--- config.mk ---
export PLATFORM = sky130hd
export DESIGN_NAME = urx_receiver
export DESIGN_NICKNAME = d
export VERILOG_FILES = /design/src/urx_pkg.sv /design/src/urx_fifo.sv /design/src/urx_receiver.sv
export SDC_FILE = /design/constraint.sdc
export NUM_CORES = 1
export LEC_CHECK = 0
export ABC_AREA = 0
export BUFFER_PORTS_ARGS = -buffer_cell sky130_fd_sc_hd__buf_2
export CELL_PAD_IN_SITES_DETAIL_PLACEMENT = 0
export CELL_PAD_IN_SITES_GLOBAL_PLACEMENT = 1
export CORE_AREA = 2 2 98 100
export CTS_CLUSTER_DIAMETER = 80
export DETAILED_ROUTE_END_ITERATION = 6
export DIE_AREA = 0 0 100 102
export GPL_TIMING_DRIVEN = 0
export PLACE_DENSITY = 0.84
export SLEW_MARGIN = 40
export SYNTH_ARGS = -nofsm -noshare
export SYNTH_HDL_FRONTEND = slang
export SYNTH_SLANG_ARGS = --single-unit
--- constraint.sdc ---
create_clock -name clk -period 2.6 [get_ports clk]
set_input_delay 0.13 -clock clk [delete_from_list [all_inputs] [get_ports clk]]
set_output_delay 0.13 -clock clk [all_outputs]
set_load 0.005 [all_outputs]
--- src/urx_pkg.sv ---
`default_nettype none

package urx_pkg;

  // Oversampling of the asynchronous receiver
  localparam logic [4:0] SAMPLES_PER_BIT = 5'h10;
  localparam logic [4:0] VOTE_FIRST      = 5'h08;
  localparam logic [4:0] VOTE_MID        = 5'h09;
  localparam logic [4:0] VOTE_LAST       = 5'h0a;

  // Character size codes
  localparam logic [2:0] CHAR9_CODE      = 3'h7;
  localparam logic [3:0] CHAR_BASE_BITS  = 4'h5;
  localparam logic [3:0] CHAR9_BITS      = 4'h9;
  localparam logic [3:0] BYTE_BITS       = 4'h8;

  // Receive buffer
  localparam int         RX_FIFO_DEPTH   = 2;
  localparam int         RX_ENTRY_W      = 12;

  // One buffered frame: data, ninth bit and its error flags
  typedef struct packed {
    logic       rx_ninth_bit;
    logic       frame_error_flag;
    logic       overrun_flag;
    logic       parity_error_flag;
    logic [7:0] data;
  } urx_entry_t;

  // Control bits held by the CPU side
  typedef struct packed {
    logic       rx_enable_bit;
    logic       rx_complete_irq_en;
    logic       global_irq_en;
    logic       parity_enable_bit;
    logic       parity_odd_select;
    logic [2:0] char_size_field;
  } urx_ctrl_t;

  // Status bits seen by the CPU side
  typedef struct packed {
    logic       rx_complete_flag;
    logic       frame_error_flag;
    logic       overrun_flag;
    logic       parity_error_flag;
    logic       rx_ninth_bit;
  } urx_status_t;

  typedef enum logic [4:0] {
    RX_IDLE  = 5'h01,
    RX_START = 5'h02,
    RX_DATA  = 5'h04,
    RX_PAR   = 5'h08,
    RX_STOP  = 5'h10
  } urx_state_t;

endpackage : urx_pkg

`default_nettype wire

--- src/urx_fifo.sv ---
`timescale 1ns/1ps
`default_nettype none

module urx_fifo #(
  parameter int WIDTH = 12,
  parameter int DEPTH = 8
) (
  // Clock and reset
  input  wire logic             clk,
  input  wire logic             rst_n,
  // Control
  input  wire logic             flush,
  // Fill side
  input  wire logic             in_valid,
  output logic                  in_ready,
  input  wire logic [WIDTH-1:0] in_data,
  // Drain side
  output logic                  out_valid,
  input  wire logic             out_ready,
  output logic [WIDTH-1:0]      out_data,
  output logic [$clog2(DEPTH+1)-1:0] level
);

  localparam int AW = (DEPTH > 1) ? $clog2(DEPTH) : 1;
  localparam int CW = $clog2(DEPTH + 1);

  typedef struct packed {
    logic [DEPTH-1:0][WIDTH-1:0] mem;
    logic [AW-1:0]               wr_ptr;
    logic [AW-1:0]               rd_ptr;
    logic [CW-1:0]               count;
    logic [WIDTH-1:0]            dout;
  } urx_fifo_state_t;

  urx_fifo_state_t s_q;
  urx_fifo_state_t s_d;
  logic            push;
  logic            pop;

  function automatic logic [AW-1:0] next_ptr(input logic [AW-1:0] p);
    next_ptr = (p == AW'(DEPTH - 1)) ? '0 : p + AW'(1);
  endfunction : next_ptr

  // Head word sits in a register so the flags next to it never glitch
  always_comb begin
    s_d       = s_q;
    in_ready  = (s_q.count < CW'(DEPTH));
    out_valid = (s_q.count != '0);
    push      = in_valid && in_ready;
    pop       = out_ready && out_valid;
    if (flush) begin
      s_d = '0;
    end else begin
      if (push) begin
        s_d.mem[s_q.wr_ptr] = in_data;
        s_d.wr_ptr          = next_ptr(s_q.wr_ptr);
      end
      if (pop) begin
        s_d.rd_ptr = next_ptr(s_q.rd_ptr);
      end
      if (push && !pop) begin
        s_d.count = s_q.count + CW'(1);
      end else if (pop && !push) begin
        s_d.count = s_q.count - CW'(1);
      end
      if (pop) begin
        if (s_q.count > CW'(1)) begin
          s_d.dout = s_q.mem[next_ptr(s_q.rd_ptr)];
        end else if (push) begin
          s_d.dout = in_data;
        end else begin
          // An emptied head reads zero, so old flags never show
          s_d.dout = '0;
        end
      end else if (s_q.count == '0 && push) begin
        s_d.dout = in_data;
      end
    end
  end

  always_ff @(posedge clk or negedge rst_n) begin
    if (!rst_n) begin
      s_q <= '0;
    end else begin
      s_q <= s_d;
    end
  end

  assign out_data = s_q.dout;
  assign level    = s_q.count;

endmodule : urx_fifo

`default_nettype wire

--- src/urx_receiver.sv ---
`timescale 1ns/1ps
`default_nettype none

module urx_receiver (
  // Clock and reset
  input  wire logic                clk,
  input  wire logic                rst_n,
  // Serial side
  input  wire logic                rx_pin,
  input  wire logic                sample_tick,
  input  wire logic                sync_mode,
  input  wire logic                sync_clock_pin,
  output logic                     rx_pin_override,
  // CPU side
  input  wire urx_pkg::urx_ctrl_t  ctrl,
  input  wire logic                rx_data_read,
  output logic [7:0]               rx_data_port,
  output urx_pkg::urx_status_t     status,
  output logic                     rx_irq
);

  typedef struct packed {
    urx_pkg::urx_state_t state;
    logic [4:0]          cnt;
    logic [3:0]          bit_idx;
    logic [1:0]          votes;
    urx_pkg::urx_entry_t shr;
    logic [3:0]          nbits;
    logic                par_on;
    logic                pending;
    logic                ovr;
    logic                xck_q;
  } urx_rx_state_t;

  localparam int LW = $clog2(urx_pkg::RX_FIFO_DEPTH + 1);

  urx_rx_state_t       s_q;
  urx_rx_state_t       s_d;
  urx_pkg::urx_entry_t push_data;
  urx_pkg::urx_entry_t head;
  logic                push_ready;
  logic                head_valid;
  logic [LW-1:0]       level;
  logic                xck_rise;
  logic                tick;
  logic [4:0]          n;
  logic                maj;
  logic                bitval;
  logic                decide;
  logic                bit_end;
  logic                start_seen;
  logic                push_fire;

  function automatic logic [3:0] frame_bits(input logic [2:0] code);
    if (code == urx_pkg::CHAR9_CODE) begin
      frame_bits = urx_pkg::CHAR9_BITS;
    end else begin
      frame_bits = urx_pkg::CHAR_BASE_BITS + {2'h0, code[1:0]};
    end
  endfunction : frame_bits

  function automatic logic vote3(input logic a, input logic b, input logic c);
    vote3 = (a & b) | (a & c) | (b & c);
  endfunction : vote3

  // Sync clock is sampled as a plain input; its rising edge marks each bit
  assign xck_rise = sync_mode && sync_clock_pin && !s_q.xck_q;
  assign tick     = sync_mode ? xck_rise : sample_tick;
  assign n        = (s_q.cnt == urx_pkg::SAMPLES_PER_BIT) ? 5'h01 : s_q.cnt + 5'h01;
  assign maj      = vote3(s_q.votes[1], s_q.votes[0], rx_pin);
  // Sync mode takes one sample per bit, so no vote is possible there
  assign bitval   = sync_mode ? rx_pin : maj;
  assign decide   = sync_mode ? xck_rise : (sample_tick && n == urx_pkg::VOTE_LAST);
  assign bit_end  = sync_mode ? xck_rise : (sample_tick && n == urx_pkg::SAMPLES_PER_BIT);

  always_comb begin
    s_d        = s_q;
    s_d.xck_q  = sync_clock_pin;
    push_data  = s_q.shr;
    push_data.overrun_flag = s_q.ovr;
    push_fire  = s_q.pending && push_ready;
    start_seen = 1'b0;

    if (tick && s_q.state != urx_pkg::RX_IDLE) begin
      s_d.cnt = n;
      if (n == urx_pkg::VOTE_FIRST || n == urx_pkg::VOTE_MID) begin
        s_d.votes = {s_q.votes[0], rx_pin};
      end
    end

    // A waiting frame drops into the buffer as soon as there is room
    if (push_fire) begin
      s_d.pending = 1'b0;
      s_d.ovr     = 1'b0;
    end

    case (s_q.state)
      urx_pkg::RX_IDLE: begin
        if (tick && !rx_pin) begin
          start_seen = 1'b1;
        end
      end
      urx_pkg::RX_START: begin
        if (decide && bitval) begin
          s_d.state = urx_pkg::RX_IDLE;
        end else if (bit_end) begin
          s_d.state = urx_pkg::RX_DATA;
        end
      end
      urx_pkg::RX_DATA: begin
        if (decide) begin
          if (s_q.bit_idx < urx_pkg::BYTE_BITS) begin
            s_d.shr.data[s_q.bit_idx[2:0]] = bitval;
          end else begin
            s_d.shr.rx_ninth_bit = bitval;
          end
          s_d.bit_idx = s_q.bit_idx + 4'h1;
        end
        if (bit_end && s_d.bit_idx == s_q.nbits) begin
          s_d.state = s_q.par_on ? urx_pkg::RX_PAR : urx_pkg::RX_STOP;
        end
      end
      urx_pkg::RX_PAR: begin
        if (decide) begin
          // Expected bit is the data parity, inverted for odd parity
          s_d.shr.parity_error_flag = bitval ^ (^s_q.shr.data) ^ s_q.shr.rx_ninth_bit
                                      ^ ctrl.parity_odd_select;
        end
        if (bit_end) begin
          s_d.state = urx_pkg::RX_STOP;
        end
      end
      urx_pkg::RX_STOP: begin
        // Done at the vote of the first stop bit; any later stop bit is idle line
        if (decide) begin
          s_d.shr.frame_error_flag = !bitval;
          s_d.pending              = 1'b1;
          s_d.state                = urx_pkg::RX_IDLE;
        end
      end
      default: begin
        s_d.state = urx_pkg::RX_IDLE;
      end
    endcase

    if (start_seen) begin
      // A frame still waiting with a full buffer is lost to the new one
      if (s_q.pending && !push_ready) begin
        s_d.ovr     = 1'b1;
        s_d.pending = 1'b0;
      end
      s_d.shr     = '0;
      s_d.bit_idx = 4'h0;
      s_d.votes   = 2'h0;
      s_d.cnt     = 5'h01;
      s_d.nbits   = frame_bits(ctrl.char_size_field);
      // Latched here, so a later change of the enable cannot touch this frame
      s_d.par_on  = ctrl.parity_enable_bit;
      s_d.state   = sync_mode ? urx_pkg::RX_DATA : urx_pkg::RX_START;
    end

    // Receiver off: drop everything at once, even mid frame
    if (!ctrl.rx_enable_bit) begin
      s_d       = '0;
      s_d.state = urx_pkg::RX_IDLE;
      s_d.xck_q = sync_clock_pin;
    end
  end

  always_ff @(posedge clk or negedge rst_n) begin
    if (!rst_n) begin
      s_q       <= '0;
      s_q.state <= urx_pkg::RX_IDLE;
    end else begin
      s_q <= s_d;
    end
  end

  // Two entries match the documented buffer; the FIFO default of 8 is deeper
  urx_fifo #(
    .WIDTH (urx_pkg::RX_ENTRY_W),
    .DEPTH (urx_pkg::RX_FIFO_DEPTH)
  ) u_rx_fifo (
    .clk       (clk),
    .rst_n     (rst_n),
    .flush     (!ctrl.rx_enable_bit),
    .in_valid  (s_q.pending),
    .in_ready  (push_ready),
    .in_data   (push_data),
    .out_valid (head_valid),
    .out_ready (rx_data_read),
    .out_data  (head),
    .level     (level)
  );

  // Status bits come straight from the head register and the buffer count, so writes cannot touch them
  assign rx_data_port              = head.data;
  assign status.rx_complete_flag   = head_valid;
  assign status.frame_error_flag   = head.frame_error_flag;
  assign status.overrun_flag       = head.overrun_flag;
  assign status.parity_error_flag  = head.parity_error_flag;
  assign status.rx_ninth_bit       = head.rx_ninth_bit;
  // Only the complete flag reaches the request line
  assign rx_irq          = ctrl.rx_complete_irq_en && ctrl.global_irq_en
                           && head_valid;
  assign rx_pin_override = ctrl.rx_enable_bit;
endmodule : urx_receiver

`default_nettype wire

==> metrics, run 1 <==
status=complete, no violations; ant diodes=0; Die Footprint=0.0102 mm²; final routed DRC violation total=0; CTS H-Tree Depth=3; placed cell count=594; CTS tree=done; Lkg Pwr=2.09 nW; Synth Cell Area=0.00416 mm²; initial antenna violation count=0; Via-to-Cell Ratio=5.40; hold-critical path depth=3; Max Fclk=0.420 GHz; Clock Pin Slew Worst Setup and Hold Paths=0.08 ns; Max clock buf depth=2; FILL cells=898; RSZ-0062 raised after global routing=false; EDFF count, synth=0; final worst setup slack=0.220 ns; antenna viol nets, final=0; die height=102 µm; Yosys reg bits=75; clk_lat worst skew=0.35 ns; number of setup violations in the final report=0; GRT Resource Usage Total=19.7%; Async SR Flop Fraction=100%; final slew viol count=0; DRT Pass-1 Iters=5; R2R setup slack=0.22 ns; R2R Path Start=s_q[26]; Yosys warning total=0; GRT overflow=0; port bufs=29; WHS Endpoint=s_q[3]; RR Endpoint=s_q[33]; DR WL/cell=14.9 µm; Pwr per Cell Area=519 mW/mm²; commonest non-fill, non-tap cells in the layout=95 x nand2_1, 74 x dfrtp_1, 42 x a21oi_1; Vias=3306; area grow syn2layout=13.8%; Seq/Total Area, Yosys=45.2%; Hold Fails Final Rpt=0; final net count=521; CTS sink count=75; Worst EP arrival=2.65 ns; Slew @ Worst Pin=0.811 ns; Mapped Avg Cell Area=9.18 µm²; post-synthesis cell count=453; commonest non-fill, non-tap cell in the layout=nand2_1; R2R cell count=10; Num CTS Buffers=9; Worst VDD drop=0.295 mV; crit path kind=flip-flop to flip-flop; layout cells sized above 1=15.6%; Final Wtd Congestion=0.863; core area=0.00911 mm²; Iteration-0 DRC Markers=164; FP Rows=35; dpl ws=0.232 ns; crit end category=flip-flop; DIE WIDTH=100 µm; vias in the first global route=3243; post-layout minimum cycle time=2.38 ns; Startpoint Class=flip-flop; Yosys cell types=53; Slew HR=45.9%; largest net degree at the start of global routing=46; MaxCap Viol Count=0; CP max FO=10; global-route wire length before repair=15.9 mm; synthesized net count=477; HP Start=ctrl[4]; IO Pins=30; period utilization=91.5%; DPL Wire Length=6.63 mm; Main synth FF type=dfrtp_1; HP Class=input pin to flip-flop; Worst EP required=2.87 ns; Starting Density=45.6%; setup TNS=0 ns; final WL=9.11 mm; number of non-filler instances in the completed layout=612; Post-CTS Setup Bufs=0; clk root buf=clkbuf_8; Fin Clk Skew=0.00836 ns
-- worst max-delay path by stage --
stage | cells past startpoint | endpoint | start
after floorplan | 9 | push_data[3] | s_q[26]
after global placement | 9 | push_data[3] | s_q[26]
after detailed placement | 9 | push_data[3] | s_q[26]
after CTS | 10 | s_q[33] | s_q[26]
after global routing | 8 | push_data[7] | s_q[26]
final | 10 | s_q[33] | s_q[26]
-- sequential cells by signal (all words and copies together), names as in the netlist --
register and cells:
s_q 23, u_rx_fifo.level 2, u_rx_fifo.out_data 12, push_data 12
u_rx_fifo.s_q 26
-- cell type report --
type / instances / area (µm²) / area share [%]
Multi-Input combinational cell: 328 / 2020 / 42.6
Clock buffer: 11 / 151 / 3.20
Timing Repair Buffer: 33 / 209 / 4.42
Inverter: 14 / 52.6 / 1.11
Buffer: 36 / 209 / 4.42
Clock inverter: 4 / 73.8 / 1.56
Tap cell: 111 / 139 / 2.94
Sequential cell: 75 / 1880 / 39.7
-- routing by layer --
layer,global-route usage (%),up-vias,share of wire (%)
met5,0,-,0
met4,3.79,0,0.70
met3,4.31,9,4.3
met2,35.0,78,51
met1,25.1,1595,44
li1,-,1624,-
-- timing repair --
item,in CTS,in global routing
resized for setup,0,0
hold buffers,3,0
hold endpoints to repair,77,0
-- cells in the mapped netlist, types with 3 or more instances --
master     number  area, µm²
nand2b_1        3       18.8
inv_1          14       52.6
buf_4          15        113
a22o_1         13        114
nand3_1        16       80.1
a21oi_1        42        210
xor2_1          6       52.6
nand4bb_1       3       33.8
mux2i_1        21        210
or3_1           3       18.8
ha_1            9        113
a21o_1          4       30.0
nand2_1        95        357
dfrtp_1        74       1850
nor3_1          5       25.0
nor2b_1         5       31.3
clkbuf_1       15       56.3
nor2_1         32        120
xnor2_1        15        131
o21ai_0        18       90.1
-- logic make-up after synthesis --
group	synth area share, %
buffers and inverters	6.29
AOI/OAI and AO/OA	14.4
and+or+nand+nor	21.3
DFF	45.2
adders and majority gates	2.71
xor gates and xnor gates	5.09
muxes	5.06
-- stage by stage --
| stage | util (%) | hold slack [ns] | instance area [µm²] | power (mW) |
|---|---|---|---|---|
| finish | 51.9 | 0.0138 | 4730 | 2.45 |
| global route | 51.9 | 0.0113 | 4730 | 2.55 |
| CTS | 51.9 | 0.00589 | 4730 | 2.48 |
| detailed placement | 49.1 | 0.0326 | 4470 | 1.46 |
| global placement | 48.8 | 0.252 | 4440 | 1.45 |
| floorplan | - | -0.166 | 4160 | 1.36 |
-- power by group --
part	total, mW	internal [mW]	switching [mW]	leakage, nW
registers	1.19	1.18	0.0145	1.04
clock network	1.02	0.588	0.428	0.115
logic	0.244	0.0899	0.154	0.934
total	2.45	1.86	0.597	2.09
-- critical path, stage by stage, from the launching register on --
cell	delay, ns
dfrtp_1	0.49
inv_1	0.08
ha_1	0.26
nand4bb_1	0.19
nand4_4	0.13
a31oi_4	0.25
buf_6	0.19
mux2i_1	0.08
o2111a_1	0.28
a21oi_2	0.17
mux2i_1	0.19
Power figures use the tool's default switching activity.
==> run 2, diff against run 1 <==
Settings changed: CORE_AREA 2 2 98 100 to 2 2 95 97, DIE_AREA 0 0 100 102 to 0 0 97 99, PLACE_DENSITY 0.84 to 0.88.
Clock period 2.6 ns to 3.1 ns, I/O delays scaled along.
==> metrics, run 2 (synthesized netlist as in run 1, its figures left out) <==
final WL=9.00 mm (-1.2%); HP Class=input pin to flip-flop; number of setup violations in the final report=0 (unchanged); CP peak stage delay=0.48 ns (about the same); FILL cells=792 (-12%); dpl ws=0.718 ns (+0.486 ns); MaxCap Viol Count=0 (unchanged); Worst EP arrival=2.68 ns (+0.03 ns); vias in the first global route=3193 (-1.5%); Pwr per Cell Area=422 mW/mm² (-19%); final slew viol count=0 (unchanged); commonest non-fill, non-tap cells in the layout=95 x nand2_1, 74 x dfrtp_1, 42 x a21oi_1; commonest non-fill, non-tap cell in the layout=nand2_1; FP Rows=34 (-2.9%); post-layout minimum cycle time=2.39 ns (+0.0118 ns); RSZ-0062 raised after global routing=false; DPL Wire Length=6.43 mm (-2.9%); placed cell area=0.00447 mm² (about the same); Starting Density=48.6% (+3.0 points); clk_lat worst skew=0.36 ns (about the same); CTS H-Tree Depth=3 (unchanged); CTS tree=done; die height=99 µm (-2.9%); Top Metal Used=met4; total power=1.98 mW (-19%); most frequent CP cell=mux2i_1; Max Fclk=0.418 GHz (-0.49%); Startpoint Class=flip-flop; crit path kind=flip-flop to flip-flop; DR WL/cell=14.8 µm (-0.74%); Slew @ Worst Pin=0.745 ns (-0.0660 ns); Clock Pin Slew Worst Setup and Hold Paths=0.09 ns (about the same); global-route wire length before repair=15.3 mm (-4.1%); Final Instance Area=0.00469 mm² (-0.79%); Routed met3 length=316 µm (-19%); layout cells sized above 1=15.8% (+0.20 points); Worst VDD drop=0.166 mV (-44%); Num CTS Buffers=9 (unchanged); setup TNS=0 ns (unchanged); Routed met2 length=4.45 mm (-3.6%); final routed DRC violation total=0 (unchanged); port bufs=29 (unchanged); Die Footprint=0.00960 mm² (-5.9%); Hold Fails Final Rpt=0 (unchanged); largest net degree at the start of global routing=59 (+28%); IO Pins=30 (unchanged); GRT Resource Usage Total=19.7% (about the same); Iteration-0 DRC Markers=129 (-21%); CP top delay family=compound AO/OA/AOI/OAI gates; status=complete, no violations; crit end category=flip-flop; Fin Clk Skew=0.00888 ns (+0.000517 ns); critical-path cell list=inv_1 -> ha_1 -> nand4bb_1 -> nand4_4 -> a31oi_4 -> buf_6 -> mux2i_1 -> o2111a_1 -> a21oi_2 -> mux2i_1; Final Wtd Congestion=0.816 (-5.4%); final worst setup slack=0.709 ns (+0.488 ns); core area=0.00855 mm² (-6.1%); DIE WIDTH=97 µm (-3.0%); CP Buf/Inv Count=2 (unchanged); area grow syn2layout=12.9%; WL met1=4.13 mm (+2.2%); CTS sink count=75 (unchanged); Worst EP required=3.39 ns (+0.52 ns); CP max FO=10 (unchanged); final net count=520 (-0.19%); ant diodes=0 (unchanged); max reg flops=26 (unchanged); Via-to-Cell Ratio=5.31 (-1.8%); critical path's slowest cell=dfrtp_1; Max clock buf depth=2 (unchanged); initial antenna violation count=0 (unchanged); Slew HR=50.3% (+4.4 points); antenna viol nets, final=0 (unchanged); biggest regs=u_rx_fifo.s_q: 26 flops, s_q: 23 flops; Vias=3231 (-2.3%); clk root buf=clkbuf_8; period utilization=77.1% (-14 points); Reg with most FFs=u_rx_fifo.s_q; Lkg Pwr=2.07 nW (-0.95%); GRT overflow=0 (unchanged); DRT Pass-1 Iters=4 (-1); Post-CTS Setup Bufs=0 (unchanged)
run 2: cell count changes in the layout (fill, tap and decap cells not counted), sizes merged:
cell         before  now
inv              14   15
clkbuf           26   24
dlygate4sd3       3    2
bufinv            2    1
clkinvlp          0    1
clkinv            2    4
run 2: per-stage QoR:
stage / utilization [%] / std cells / hold slack, ns
5_1_grt: 54.9 / 609 / 0.0338
3_5_place_dp: 52.3 / 591 / 0.00439
2_1_floorplan: - / 453 / -0.141
3_3_place_gp: 51.9 / 590 / 0.276
6_report: 54.9 / 609 / 0.0279
4_1_cts: 54.9 / 609 / 0.0192
run 2: worst register-to-register path, cell delays in order, from the launching register on:
cell       delay (ns)
dfrtp_1          0.48
inv_1            0.08
ha_1             0.25
nand4bb_1        0.19
nand4_4          0.13
a31oi_4          0.26
buf_6            0.19
mux2i_1          0.08
o2111a_1         0.28
a21oi_2          0.18
mux2i_1          0.20
run 2: what timing repair did:
action,in CTS,in global routing
hold buffers,2,0
hold endpoints to repair,75,0
gates resized for setup,0,0
run 2: path summary, 6_finish.rpt:
check / cells after the start / startpoint / to / slack [ns]
worst max-delay path: 10 / s_q[26] / s_q[33] / 0.71
worst min-delay path: 2 / ctrl[0] / s_q[4] / 0.03
worst max register to register: 10 / s_q[26] / s_q[33] / 0.71
worst min register to register: 1 / u_rx_fifo.out_data[10] / u_rx_fifo.out_data[10] / 0.51
max in group asynchronous: 3 / rst_n / s_q[31] / 2.32
min in group asynchronous: 2 / rst_n / s_q[27] / 0.19
run 2: layout make-up:
class	count	area (µm²)	area share, %
multi-input combinational	328	2020	43.0
sequential	75	1880	40.0
buffer	36	209	4.45
timing repair buffer	32	199	4.24
tap	108	135	2.88
clock buffer	9	124	2.64
clock inverter	7	77.6	1.65
inverter	14	52.6	1.12
run 2: where the power goes:
part	switching (mW)	internal, mW	leakage [nW]
Clock	0.400	0.377	0.0998
Combinational	0.127	0.0746	0.929
Sequential	0.0111	0.990	1.04
run 2: routing by layer:
layer,vias to the layer above,global-route usage (%)
met1,1541,24.7
met2,52,34.9
met3,10,3.83
li1,1628,-
met4,0,5.53
met5,-,0
